`src/include/rst_seq_cfg.svh`:
```
// Offsets, field positions, reset values and sequence counts of the reset sequencer
`ifndef RST_SEQ_CFG_SVH
`define RST_SEQ_CFG_SVH

`define ADDR_W           8
`define DATA_W           8
`define TRIM_W           9
`define CNT_W            10
`define SYNC_W           2

// Register offsets
`define OFS_CTRL         8'h36
`define OFS_FLAGS        8'h37
`define OFS_TRIM_HI      8'h38
`define OFS_TRIM_LO      8'h39
`define OFS_TEST_ZERO    8'h3A
`define OFS_TEST_ONE     8'h3B

// Field positions
`define BIT_LOCK_IE      7
`define BIT_OSC_EN       6
`define BIT_POR          6
`define BIT_LOCK_IF      4
`define BIT_LOCK_ST      3
`define BIT_ILLEGAL      2
`define BIT_TRIM_TOP     0

// Reset values
`define RST_BYTE         8'h00
`define RST_TRIM         9'h000
`define RST_CNT          10'h000
// Synchroniser reset level: pin released, monitor failure absent
`define SYNC_IDLE        2'h1
// Arbitrary contents returned by the undefined test register
`define TEST_ONE_VALUE   8'h5A

// Sequence lengths in clock cycles: 516 driven low, then 256 before sampling
`define DRIVE_CYCLES     10'h204
`define SAMPLE_WAIT      10'h100
`define CNT_STEP         10'h001

`endif

```
`src/include/rst_seq_pkg.sv`:
```
// Types of the reset sequencer and reference trim block
package rst_seq_pkg;
`include "rst_seq_cfg.svh"

    typedef enum logic [3:0] {
        S_IDLE  = 4'h1,
        S_DRIVE = 4'h2,
        S_WAIT  = 4'h4,
        S_HOLD  = 4'h8
    } seq_state_t;

    typedef enum logic [1:0] {
        VEC_POR  = 2'h0,
        VEC_OSC  = 2'h1,
        VEC_WDOG = 2'h2
    } vector_t;

    typedef struct packed {
        seq_state_t              state;
        logic [`CNT_W-1:0]       cnt;
        logic                    osc_pend;
        logic                    wdog_pend;
        vector_t                 vector;
        logic                    lock_irq_enable;
        logic                    osc_enable;
        logic                    freq_lock_status;
        logic                    lock_change_flag;
        logic                    power_on_flag;
        logic                    illegal_access_flag;
        logic [`DATA_W-1:0]      rdata;
    } top_state_t;

    typedef struct packed {
        logic [`TRIM_W-1:0]      trim;
        logic                    sys_reset_q;
    } trim_state_t;

    typedef struct packed {
        logic [`SYNC_W-1:0]      meta;
        logic [`SYNC_W-1:0]      stable;
    } sync_state_t;

endpackage : rst_seq_pkg

```
`src/include/trim_if.sv`:
```
// Carrier between the sequencer top and the trim register file
`timescale 1ns/1ps
`include "rst_seq_cfg.svh"
interface trim_if;
    logic [`ADDR_W-1:0] addr;
    logic [`DATA_W-1:0] wdata;
    logic               wr;
    logic               sys_reset;
    logic [`TRIM_W-1:0] flash_trim;
    logic [`TRIM_W-1:0] trim;
    logic               rd_hit;
    logic [`DATA_W-1:0] rd_val;
    logic               trim_wr;

    modport host (output addr, wdata, wr, sys_reset, flash_trim,
                  input  trim, rd_hit, rd_val, trim_wr);
    modport regs (input  addr, wdata, wr, sys_reset, flash_trim,
                  output trim, rd_hit, rd_val, trim_wr);
endinterface : trim_if

```
`src/verilog/pin_sync.sv`:
```
// Two-stage synchroniser for inputs from outside the clock domain
`timescale 1ns/1ps
`include "rst_seq_cfg.svh"
module pin_sync
    import rst_seq_pkg::*;
(
    input  wire logic              clk_in,     // System clock
    input  wire logic              rst_n_in,   // Async reset, active low
    input  wire logic [`SYNC_W-1:0] async_in,  // Raw inputs
    output logic      [`SYNC_W-1:0] sync_out   // Synchronised inputs
);
    sync_state_t st;
    sync_state_t next_st;

    always_comb begin
        next_st        = st;
        next_st.meta   = async_in;
        next_st.stable = st.meta;
    end

    always_ff @(posedge clk_in or negedge rst_n_in) begin
        if (!rst_n_in) begin
            st <= '{meta: `SYNC_IDLE, stable: `SYNC_IDLE};
        end else begin
            st <= next_st;
        end
    end

    assign sync_out = st.stable;
endmodule : pin_sync

```
`src/verilog/ref_trim_regs.sv`:
```
// Reference clock trim registers and the two factory test registers
`timescale 1ns/1ps
`include "rst_seq_cfg.svh"
module ref_trim_regs
    import rst_seq_pkg::*;
(
    input  wire logic clk_in,    // System clock
    input  wire logic rst_n_in,  // Async reset, active low
    trim_if.regs      tb         // Register access and trim value
);
    trim_state_t st;
    trim_state_t next_st;

    always_comb begin
        next_st             = st;
        next_st.sys_reset_q = tb.sys_reset;
        if (st.sys_reset_q && !tb.sys_reset) begin
            next_st.trim = tb.flash_trim;
        end else if (tb.wr && tb.addr == `OFS_TRIM_HI) begin
            next_st.trim[`TRIM_W-1] = tb.wdata[`BIT_TRIM_TOP];
        end else if (tb.wr && tb.addr == `OFS_TRIM_LO) begin
            next_st.trim[`TRIM_W-2:0] = tb.wdata;
        end
    end

    always_ff @(posedge clk_in or negedge rst_n_in) begin
        if (!rst_n_in) begin
            st <= '{trim: `RST_TRIM, sys_reset_q: 1'b1};
        end else begin
            st <= next_st;
        end
    end

    // Lower value speeds the reference, higher slows it; bits binary weighted
    assign tb.trim    = st.trim;
    assign tb.trim_wr = tb.wr && (tb.addr == `OFS_TRIM_HI || tb.addr == `OFS_TRIM_LO);

    // Test registers ignore writes; only reads are decoded here
    always_comb begin
        tb.rd_hit = 1'b1;
        unique case (tb.addr)
            `OFS_TRIM_HI:   tb.rd_val = {7'h00, st.trim[`TRIM_W-1]};
            `OFS_TRIM_LO:   tb.rd_val = st.trim[`TRIM_W-2:0];
            `OFS_TEST_ZERO: tb.rd_val = `RST_BYTE;
            `OFS_TEST_ONE:  tb.rd_val = `TEST_ONE_VALUE;
            default: begin
                tb.rd_hit = 1'b0;
                tb.rd_val = `RST_BYTE;
            end
        endcase
    end
endmodule : ref_trim_regs

```
`src/verilog/reset_sequencer_and_ref_trim.sv`:
```
// Reset sequencer, lock status flags and reference trim register top
//
// Strobed register access is this design's own decision.
`timescale 1ns/1ps
`include "rst_seq_cfg.svh"
module reset_sequencer_and_ref_trim
    import rst_seq_pkg::*;
(
    input  wire logic               CLK_IN,              // Oscillator clock, 125 MHz
    input  wire logic               RST_N_IN,            // Power-on detect, active low
    input  wire logic               RESET_PIN_IN,        // Reset pin level
    output logic                    RESET_PIN_OUT,       // Reset pin drive value
    output logic                    RESET_PIN_OE_OUT,    // Reset pin drive enable
    input  wire logic               ILLEGAL_ACCESS_IN,   // Illegal address access pulse
    input  wire logic               WATCHDOG_TIMEOUT_IN, // Watchdog timeout pulse
    input  wire logic               OSC_FAIL_IN,         // Oscillator monitor failure
    input  wire logic               FREQ_LOCK_IN,        // Loop lock condition
    input  wire logic               STOP_ENTRY_IN,       // Stop mode entry pulse
    input  wire logic               LOOP_CFG_WRITE_IN,   // Multiplier register written
    input  wire logic [`TRIM_W-1:0] FLASH_TRIM_IN,       // Factory trim from flash
    input  wire logic [`ADDR_W-1:0] ADDR_IN,             // Register address
    input  wire logic [`DATA_W-1:0] WDATA_IN,            // Register write data
    input  wire logic               WR_IN,               // Write strobe
    input  wire logic               RD_IN,               // Read strobe
    output logic      [`DATA_W-1:0] RDATA_OUT,           // Read data, one cycle later
    output logic      [`TRIM_W-1:0] TRIM_OUT,            // Reference clock trim
    output logic                    INTERNAL_RESET_OUT,  // System reset, active high
    output logic      [1:0]         VECTOR_OUT,          // Selected reset vector
    output logic                    LOCK_IRQ_OUT         // Lock change interrupt request
);
    top_state_t         st;
    top_state_t         next_st;
    logic [`SYNC_W-1:0] sync_q;
    logic               pin_s;
    logic               osc_fail_s;
    logic               osc_fail_eff;
    logic               int_evt;
    logic               lock_clear;
    logic [`DATA_W-1:0] read_val;
    logic [`DATA_W-1:0] flags_val;

    trim_if tb ();

    //------------------------------------------------------------------
    // Helpers
    //------------------------------------------------------------------
    function automatic logic wr_hit(input logic [`ADDR_W-1:0] ofs);
        return WR_IN && ADDR_IN == ofs;
    endfunction : wr_hit

    function automatic logic clr_hit(input logic [`ADDR_W-1:0] ofs, input int pos);
        return WR_IN && ADDR_IN == ofs && WDATA_IN[pos];
    endfunction : clr_hit

    //------------------------------------------------------------------
    // Input synchronisers and trim registers
    //------------------------------------------------------------------
    pin_sync u_sync (
        .clk_in   (CLK_IN),
        .rst_n_in (RST_N_IN),
        .async_in ({OSC_FAIL_IN, RESET_PIN_IN}),
        .sync_out (sync_q)
    );

    assign pin_s      = sync_q[0];
    assign osc_fail_s = sync_q[1];

    assign tb.addr       = ADDR_IN;
    assign tb.wdata      = WDATA_IN;
    assign tb.wr         = WR_IN;
    assign tb.sys_reset  = INTERNAL_RESET_OUT;
    assign tb.flash_trim = FLASH_TRIM_IN;

    ref_trim_regs u_trim (
        .clk_in   (CLK_IN),
        .rst_n_in (RST_N_IN),
        .tb       (tb.regs)
    );

    //------------------------------------------------------------------
    // Event decode
    //------------------------------------------------------------------
    assign osc_fail_eff = osc_fail_s && st.osc_enable;
    assign int_evt      = ILLEGAL_ACCESS_IN || WATCHDOG_TIMEOUT_IN || osc_fail_eff;
    assign lock_clear   = STOP_ENTRY_IN || LOOP_CFG_WRITE_IN || (WR_IN && ADDR_IN == `OFS_CTRL)
                          || tb.trim_wr;

    always_comb begin
        flags_val                = `RST_BYTE;
        flags_val[`BIT_POR]      = st.power_on_flag;
        flags_val[`BIT_LOCK_IF]  = st.lock_change_flag;
        flags_val[`BIT_LOCK_ST]  = st.freq_lock_status;
        flags_val[`BIT_ILLEGAL]  = st.illegal_access_flag;
    end

    always_comb begin
        unique case (ADDR_IN)
            `OFS_CTRL: begin
                read_val              = `RST_BYTE;
                read_val[`BIT_LOCK_IE] = st.lock_irq_enable;
                read_val[`BIT_OSC_EN]  = st.osc_enable;
            end
            `OFS_FLAGS: read_val = flags_val;
            default:    read_val = tb.rd_hit ? tb.rd_val : `RST_BYTE;
        endcase
    end

    //------------------------------------------------------------------
    // Next state
    //------------------------------------------------------------------
    always_comb begin
        next_st       = st;
        next_st.rdata = RD_IN ? read_val : `RST_BYTE;

        // Sequencer
        unique case (st.state)
            S_IDLE: begin
                if (int_evt || !pin_s) begin
                    next_st.state = S_DRIVE;
                    next_st.cnt   = `RST_CNT;
                end
            end
            S_DRIVE: begin
                if (int_evt) begin
                    next_st.cnt = `RST_CNT;
                end else if (st.cnt == `DRIVE_CYCLES - `CNT_STEP) begin
                    next_st.state = S_WAIT;
                    next_st.cnt   = `RST_CNT;
                end else begin
                    next_st.cnt = st.cnt + `CNT_STEP;
                end
            end
            S_WAIT: begin
                if (int_evt) begin
                    next_st.state = S_DRIVE;
                    next_st.cnt   = `RST_CNT;
                end else if (st.cnt == `SAMPLE_WAIT - `CNT_STEP) begin
                    next_st.cnt = `RST_CNT;
                    if (!pin_s) begin
                        next_st.vector = VEC_POR;
                        next_st.state  = S_HOLD;
                    end else begin
                        next_st.state  = S_IDLE;
                        next_st.vector = st.osc_pend  ? VEC_OSC  :
                                         st.wdog_pend ? VEC_WDOG : VEC_POR;
                    end
                end else begin
                    next_st.cnt = st.cnt + `CNT_STEP;
                end
            end
            S_HOLD: begin
                if (int_evt) begin
                    next_st.state = S_DRIVE;
                    next_st.cnt   = `RST_CNT;
                end else if (pin_s) begin
                    next_st.state = S_IDLE;
                end
            end
            default: begin
                next_st.state = S_DRIVE;
                next_st.cnt   = `RST_CNT;
            end
        endcase

        // Pending causes recorded for vector choice, dropped once out of reset
        if (next_st.state == S_IDLE) begin
            next_st.osc_pend  = 1'b0;
            next_st.wdog_pend = 1'b0;
        end else begin
            next_st.osc_pend  = st.osc_pend  || osc_fail_eff;
            next_st.wdog_pend = st.wdog_pend || WATCHDOG_TIMEOUT_IN;
        end

        // Control register
        if (wr_hit(`OFS_CTRL)) begin
            next_st.lock_irq_enable = WDATA_IN[`BIT_LOCK_IE];
            next_st.osc_enable      = WDATA_IN[`BIT_OSC_EN];
        end

        // Lock status and change flag; flag set wins over its write clear, lock_clear wins over a lock change
        next_st.lock_change_flag = st.lock_change_flag
                                   && !clr_hit(`OFS_FLAGS, `BIT_LOCK_IF);
        if (lock_clear) begin
            next_st.freq_lock_status = 1'b0;
        end else if (FREQ_LOCK_IN != st.freq_lock_status) begin
            next_st.freq_lock_status = FREQ_LOCK_IN;
            next_st.lock_change_flag = 1'b1;
        end

        // Sticky flags
        next_st.power_on_flag = st.power_on_flag
                                && !clr_hit(`OFS_FLAGS, `BIT_POR);
        next_st.illegal_access_flag = ILLEGAL_ACCESS_IN
                                      || (st.illegal_access_flag
                                          && !clr_hit(`OFS_FLAGS, `BIT_ILLEGAL));
    end

    //------------------------------------------------------------------
    // State register; power-on enters the drive phase at once
    //------------------------------------------------------------------
    always_ff @(posedge CLK_IN or negedge RST_N_IN) begin
        if (!RST_N_IN) begin
            st <= '{state: S_DRIVE, cnt: `RST_CNT, osc_pend: 1'b0, wdog_pend: 1'b0,
                    vector: VEC_POR, lock_irq_enable: 1'b0, osc_enable: 1'b0,
                    freq_lock_status: 1'b0, lock_change_flag: 1'b0,
                    power_on_flag: 1'b1, illegal_access_flag: 1'b0,
                    rdata: `RST_BYTE};
        end else begin
            st <= next_st;
        end
    end

    //------------------------------------------------------------------
    // Outputs
    //------------------------------------------------------------------
    assign RESET_PIN_OUT      = 1'b0;
    assign RESET_PIN_OE_OUT   = st.state == S_DRIVE;
    assign INTERNAL_RESET_OUT = st.state != S_IDLE;
    assign VECTOR_OUT         = st.vector;
    assign RDATA_OUT          = st.rdata;
    assign TRIM_OUT           = tb.trim;
    assign LOCK_IRQ_OUT       = st.lock_change_flag && st.lock_irq_enable;
endmodule : reset_sequencer_and_ref_trim
```
`config.mk`:
```
export PLATFORM = sky130hd
export DESIGN_NAME = reset_sequencer_and_ref_trim
export DESIGN_NICKNAME = d
export VERILOG_FILES = /design/src/include/rst_seq_pkg.sv /design/src/include/trim_if.sv /design/src/verilog/pin_sync.sv /design/src/verilog/ref_trim_regs.sv /design/src/verilog/reset_sequencer_and_ref_trim.sv
export VERILOG_INCLUDE_DIRS = /design/src /design/src/include
export SDC_FILE = /design/constraint.sdc
export NUM_CORES = 1
export LEC_CHECK = 0
export BUFFER_PORTS_ARGS = -buffer_cell sky130_fd_sc_hd__buf_2
export CAP_MARGIN = 20
export CELL_PAD_IN_SITES_DETAIL_PLACEMENT = 1
export CELL_PAD_IN_SITES_GLOBAL_PLACEMENT = 1
export CORE_ASPECT_RATIO = 1.2
export CORE_MARGIN = 5
export CORE_UTILIZATION = 44
export CTS_CLUSTER_DIAMETER = 80
export DETAILED_ROUTE_END_ITERATION = 12
export HOLD_SLACK_MARGIN = 0.08
export PLACE_DENSITY_LB_ADDON = 0.1
export SYNTH_ARGS = -nofsm -noshare
export SYNTH_HDL_FRONTEND = slang
export SYNTH_SLANG_ARGS = --single-unit
```
`constraint.sdc`:
```
create_clock -name CLK_IN -period 3.36 [get_ports CLK_IN]
set_input_delay 0.672 -clock CLK_IN [delete_from_list [all_inputs] [get_ports CLK_IN]]
set_output_delay 0.672 -clock CLK_IN [all_outputs]
set_load 0.005 [all_outputs]
```
==> results.py, run 1 <==
metrics = {
    "run_status": {
        "outcome": "complete, no violations",
    },
    "synthesis": {
        "ys.flop_type": "dfrtp_1",
        "ys_ff_latch": 46,
        "synth_area_um2": 2430,
        "async_reset_ff_share_pct": 100,
        "synth_seq_area_share_pct": 47.6,
        "synth_cells": 239,
        "syn_avg_cell_area_um2": 10.2,
        "synth.distinct_cells": 50,
        "yosys_warnings": 0,
        "synth_edf_count": 0,
        "synth_fp_nets": 277,
    },
    "sta": {
        "tightest_slew_ps": 956,
        "fin_crit_sh_pct": 64.1,
        "fmax_mhz": 464,
        "drv_slew": 0,
        "setup_tns_ps": 0,
        "skew_ps": 10.0,
        "finalHoldViolations": 0,
        "setup_viol": 0,
        "slew_headroom_pct": 36.0,
        "period_needed_ps": 2150,
        "rsz0062_at_grt": "no",
    },
    "cts": {
        "cts_tree": "built",
        "htreeDepth": 2,
        "clock-sinks": 46,
        "cts_hold_buf": 0,
        "ctsResizeCount": 0,
        "cts_buffers": 5,
        "clock_latency_ps": 300,
        "clk_pin_slew_ps": 90,
        "ctsLongestPathBuffers": 2,
        "cts_post_setup_buffers_inserted": 0,
        "cts-root-buf": "clkbuf_8",
    },
    "floorplan": {
        "io_pins": 59,
        "start_util_pct": 45.6,
        "core_um2": 5330,
        "fp-row-count": 29,
        "fp.dieW_um": 77.9,
        "die_y_um": 91.4,
        "die_area_um2": 7120,
    },
    "finish": {
        "insertedDiodeCount": 0,
        "drive_above_1_share_pct": 31.2,
        "layout_commonest_cell": "buf_2",
        "area_growth_pct": 13.0,
        "fin_nets": 316,
        "layout_common_cells": "57 x buf_2, 41 x dfrtp_1, 29 x nand2_1, 23 x o21ai_0, 12 x mux2i_1",
        "post-route-util_pct": 51.5,
    },
    "route": {
        "dr_total_vias": 1867,
        "post_drt_wl_per_cell_um": 16.4,
        "routed_wl_um": 5600,
        "drt_first_pass_iters": 3,
        "drt-initial-drc-count": 53,
        "viasPerCell": 5.48,
        "ant_nets": 0,
        "route.detailed.drc": 0,
    },
    "grt": {
        "antenna_found_initial": 0,
        "grt_pass1_wl_um": 9200,
        "first_global_vias": 1936,
        "gr-total-overflow": 0,
        "grt_util_all_layers_pct": 15.9,
        "grt_max_degree": 47,
    },
    "worst_setup_path": {
        "worstReg2RegStart": "st[18]",
        "critPathCaptureType": "flip-flop",
        "worstReg2RegEnd": "st[23]",
        "critical_path_arrival_ps": 2340,
        "cp-start-kind": "flip-flop",
        "crit_chain": "ha_1, and3_1, nand4_2, a22oi_2, o21ai_0, a21o_1",
        "cp_slowest_stage_delay_ps": 530,
        "slowest_stage": "a22oi_2",
        "reg2reg_depth": 6,
        "regToRegSetupSlack_ps": 1210,
        "cp.required_ps": 3550,
        "crit_type": "flip-flop to flip-flop",
        "worstPathMaxFanout": 13,
    },
    "place": {
        "portBuffers": 57,
        "hpwl_um": 4290,
        "place_congestion": 0.893,
    },
    "job": {
        "drv_cap": 0,
    },
    "power_and_ir_drop": {
        "clockPowerShare_pct": 38.5,
        "netSwitchingFraction_pct": 22.8,
        "power_frac_comb_pct": 7.6,
        "p_leak_nw": 1.35,
        "peakVddDrop_v": 0.000229,
        "p_int_mw": 0.825,
        "switching_power_mw": 0.244,
        "seqPwrFrac_pct": 53.9,
        "power_density_nw_per_um2": 389,
    },
    "worst_hold_path": {
        "hp-class": "input port to async pin",
    },
}
final cells by class:
| cell class | instances | area [um2] |
|---|---|---|
| Sequential cell | 46 | 1160 |
| Clock buffer | 5 | 68.8 |
| Timing Repair Buffer | 59 | 313 |
| Multi-Input combinational cell | 160 | 1060 |
| Tap cell | 62 | 77.6 |
| Clock inverter | 3 | 45.0 |
| Fill cell | 626 | 2580 |
| Inverter | 6 | 22.5 |
synthesized netlist by cell type, types with 4 or more instances:
master	number	area (um2)
and3_1	4	25.0
inv_1	6	22.5
nand2b_1	4	25.0
nand3_1	8	40.0
dfrtp_1	41	1030
nand3b_1	4	30.0
o21ai_0	23	115
dfstp_2	5	131
nand2_1	29	109
a21o_1	4	30.0
nor3b_1	6	45.0
nor3_1	7	35.0
mux2i_1	12	120
buf_4	20	150
a21oi_1	4	20.0
nor2_1	9	33.8
routing by layer:
metal	track usage, %	vias up	share of wire (%)
li1	-	905	-
met1	18.5	910	40
met4	5.30	0	2.1
met2	28.1	41	53
met5	0	-	0
met3	3.76	11	5.7
registers in the layout, summed over array words and instances, names as in the netlist:
| signal | cells |
|---|---|
| st | 18 |
| u_sync.next_st | 2 |
| VECTOR_OUT | 2 |
| u_trim.st | 1 |
| u_trim.tb.trim | 9 |
| RDATA_OUT | 8 |
| flags_val | 4 |
| u_sync.sync_out | 2 |
critical path: cells and delay by family, from the launching register on:
kind	cells	cell delay [ps]
AO/OA/AOI/OAI	3	920
AND/OR/NAND/NOR	2	490
flip-flops	1	410
adder cells (fa/ha/maj)	1	230
power by group through the flow:
stage               clock network (mW)  registers [mW]  logic [mW]
floorplan                            0           0.584      0.0411
global placement                     0           0.587      0.0789
global route                     0.450           0.578      0.0916
finish                           0.412           0.576      0.0814
CTS                              0.428           0.577      0.0807
detailed placement                   0           0.588      0.0805
through the flow:
stage | total power [mW] | hold WS, ps | instance area (um2) | setup slack, ps | std cells
detailed placement | 0.668 | 339 | 2620 | 1150 | 332
CTS | 1.09 | 360 | 2730 | 1180 | 340
floorplan | 0.625 | 331 | 2430 | 1380 | 239
global route | 1.12 | 288 | 2750 | 1040 | 341
finish | 1.07 | 276 | 2750 | 1210 | 341
global placement | 0.666 | 334 | 2620 | 1190 | 332
worst max-delay path by stage:
stage | to | slack [ps] | start | cells past startpoint
3_5_place_dp | st[13] | 1150 | ADDR_IN[7] | 6
5_1_grt | st[20] | 1040 | st[18] | 6
2_1_floorplan | st[17] | 1380 | ILLEGAL_ACCESS_IN | 5
4_1_cts | st[23] | 1180 | st[18] | 6
3_3_place_gp | u_trim.tb.trim[3] | 1190 | ADDR_IN[1] | 5
6_report | st[23] | 1210 | st[18] | 6
cell families after synthesis:
group / after synthesis / synth area share, %
AND/OR/NAND/NOR: 91 / 21.4
AO/OA/AOI/OAI: 48 / 13.7
flip-flops: 46 / 47.6
buffers and inverters: 33 / 8.64
multiplexers: 15 / 6.33
XOR/XNOR: 3 / 1.08
adder cells (fa/ha/maj): 2 / 1.03
other: 1 / 0.154
Note: power is estimated with default switching activity, not from simulation.
==> inputs of run 2 (changes only) <==
CORE_UTILIZATION = 41   (was 44)
clock period = 2.05 ns   (was 3.36 ns; I/O delays follow)
==> run 2 against run 1 <==
  * Hold slack lost 75 ps
  * Combinational power grew 81%
  * Setup slack lost 990 ps
==> results.py, run 2 (synthesized netlist as in run 1, its figures left out) <==
metrics = {
    "run_status": {
        "outcome": "complete, no violations",
    },
    "worst_setup_path": {
        "worstReg2RegStart": "st[12]",
        "reg2reg_depth": 6,
        "crit_type": "flip-flop to flip-flop",
        "critical_path_arrival_ps": 2080,
        "regToRegSetupSlack_ps": 220,
        "cp.required_ps": 2290,
        "critPathCaptureType": "flip-flop",
        "worstPathMaxFanout": 7,
        "worstReg2RegEnd": "st[23]",
        "cp-start-kind": "flip-flop",
    },
    "floorplan": {
        "fp.dieW_um": 80.3,
        "fp-row-count": 30,
        "io_pins": 59,
        "start_util_pct": 42.6,
        "die_y_um": 94.4,
        "die_area_um2": 7580,
        "core_um2": 5710,
    },
    "power_and_ir_drop": {
        "switching_power_mw": 0.394,
        "power_density_nw_per_um2": 610,
        "peakVddDrop_v": 0.000303,
        "p_int_mw": 1.36,
        "p_leak_nw": 1.42,
        "clockPowerShare_pct": 38.0,
        "power_frac_comb_pct": 8.4,
        "seqPwrFrac_pct": 53.6,
        "netSwitchingFraction_pct": 22.4,
    },
    "route": {
        "viasPerCell": 5.12,
        "drt-initial-drc-count": 32,
        "route.detailed.drc": 0,
        "ant_nets": 0,
        "routed_wl_um": 6040,
        "dr_total_vias": 1905,
        "post_drt_wl_per_cell_um": 16.2,
        "drt_first_pass_iters": 4,
    },
    "cts": {
        "cts_tree": "built",
        "clock_latency_ps": 300,
        "cts_post_setup_buffers_inserted": 0,
        "htreeDepth": 2,
        "clk_pin_slew_ps": 90,
        "cts-root-buf": "clkbuf_8",
        "cts_buffers": 5,
        "clock-sinks": 46,
        "ctsLongestPathBuffers": 2,
    },
    "finish": {
        "fin_nets": 329,
        "layout_common_cells": "57 x buf_2, 41 x dfrtp_1, 29 x nand2_1, 23 x o21ai_0, 13 x buf_4",
        "top_register": "st",
        "largest_reg_flops": 18,
        "insertedDiodeCount": 0,
        "layout_commonest_cell": "buf_2",
        "area_growth_pct": 18.4,
        "post-route-util_pct": 50.5,
        "drive_above_1_share_pct": 33.6,
    },
    "worst_hold_path": {
        "hold_end": "u_sync.next_st[0]",
        "hp-class": "input port to flip-flop",
        "whs_path_depth": 1,
        "min-delay-start": "RESET_PIN_IN",
    },
    "grt": {
        "grt_util_all_layers_pct": 17.4,
        "grtUsageMet2_pct": 30.6,
        "grt_pass1_wl_um": 10300,
        "grtUsageMet3_pct": 4.20,
        "top_usage_layer": "met2",
        "grtUsageMet1_pct": 20.7,
        "grt_max_degree": 28,
        "antenna_found_initial": 0,
        "first_global_vias": 2114,
        "gr-total-overflow": 0,
    },
    "sta": {
        "setup_tns_ps": 0,
        "setup_viol": 0,
        "rsz0062_at_grt": "no",
        "drv_slew": 0,
        "finalHoldViolations": 0,
        "skew_ps": 6.37,
        "period_needed_ps": 1830,
        "slew_headroom_pct": 66.3,
        "fin_crit_sh_pct": 89.4,
        "tightest_slew_ps": 505,
        "fmax_mhz": 546,
    },
    "place": {
        "hpwl_um": 4670,
        "portBuffers": 57,
        "place_congestion": 0.809,
    },
    "job": {
        "drv_cap": 0,
    },
}
run 2: critical path, cell delays in order, from the launching register on:
cell	delay, ps
dfrtp_1	410
a211o_4	390
nor4_2	320
a22oi_2	150
buf_4	170
nor4_1	230
a21o_1	110
run 2: stage by stage:
| stage | hold WS (ps) | setup WS (ps) | cell area (um2) | total power, mW | std cells |
|---|---|---|---|---|---|
| floorplan | 114 | 315 | 2430 | 1.03 | 239 |
| detailed placement | 341 | 47.4 | 2750 | 1.11 | 363 |
| global route | 187 | 26.1 | 2880 | 1.84 | 372 |
| CTS | 190 | 127 | 2870 | 1.79 | 372 |
| finish | 201 | 217 | 2880 | 1.76 | 372 |
| global placement | 336 | 54.0 | 2750 | 1.11 | 363 |
run 2: power by group through the flow:
stage	registers, mW	logic [mW]	clock network (mW)
4_1_cts	0.942	0.150	0.692
3_3_place_gp	0.959	0.146	0
3_5_place_dp	0.960	0.148	0
2_1_floorplan	0.958	0.0674	0
6_report	0.942	0.147	0.668
5_1_grt	0.945	0.166	0.726
run 2: how the worst max path moves through the flow:
stage,from,endpoint,slack (ps),depth (start not counted)
floorplan,st[18],st[22],320,7
global placement,ADDR_IN[7],RDATA_OUT[3],50,7
detailed placement,ADDR_IN[7],RDATA_OUT[4],50,7
CTS,st[19],st[20],130,7
global route,st[19],st[22],30,7
finish,st[12],st[23],220,6
run 2: repair_timing:
item / CTS / global route
pin swaps: 0 / 1
setup endpoints to repair: 1 / 2
hold buffers: 1 / 0
resized for setup: 1 / 1
hold endpoints to repair: 4 / 0
run 2: routing by layer:
metal,wire length [um],vias up
met5,0,-
met4,92,0
met3,285,9
met2,3070,42
met1,2590,928
li1,-,926
run 2: layout make-up:
class,count,area [um2]
multi-input combinational,160,1080
sequential,46,1160
tap,80,100
clock inverter,1,30.0
timing repair buffer,72,413
inverter,6,22.5
fill,687,2830
clock buffer,7,76.3
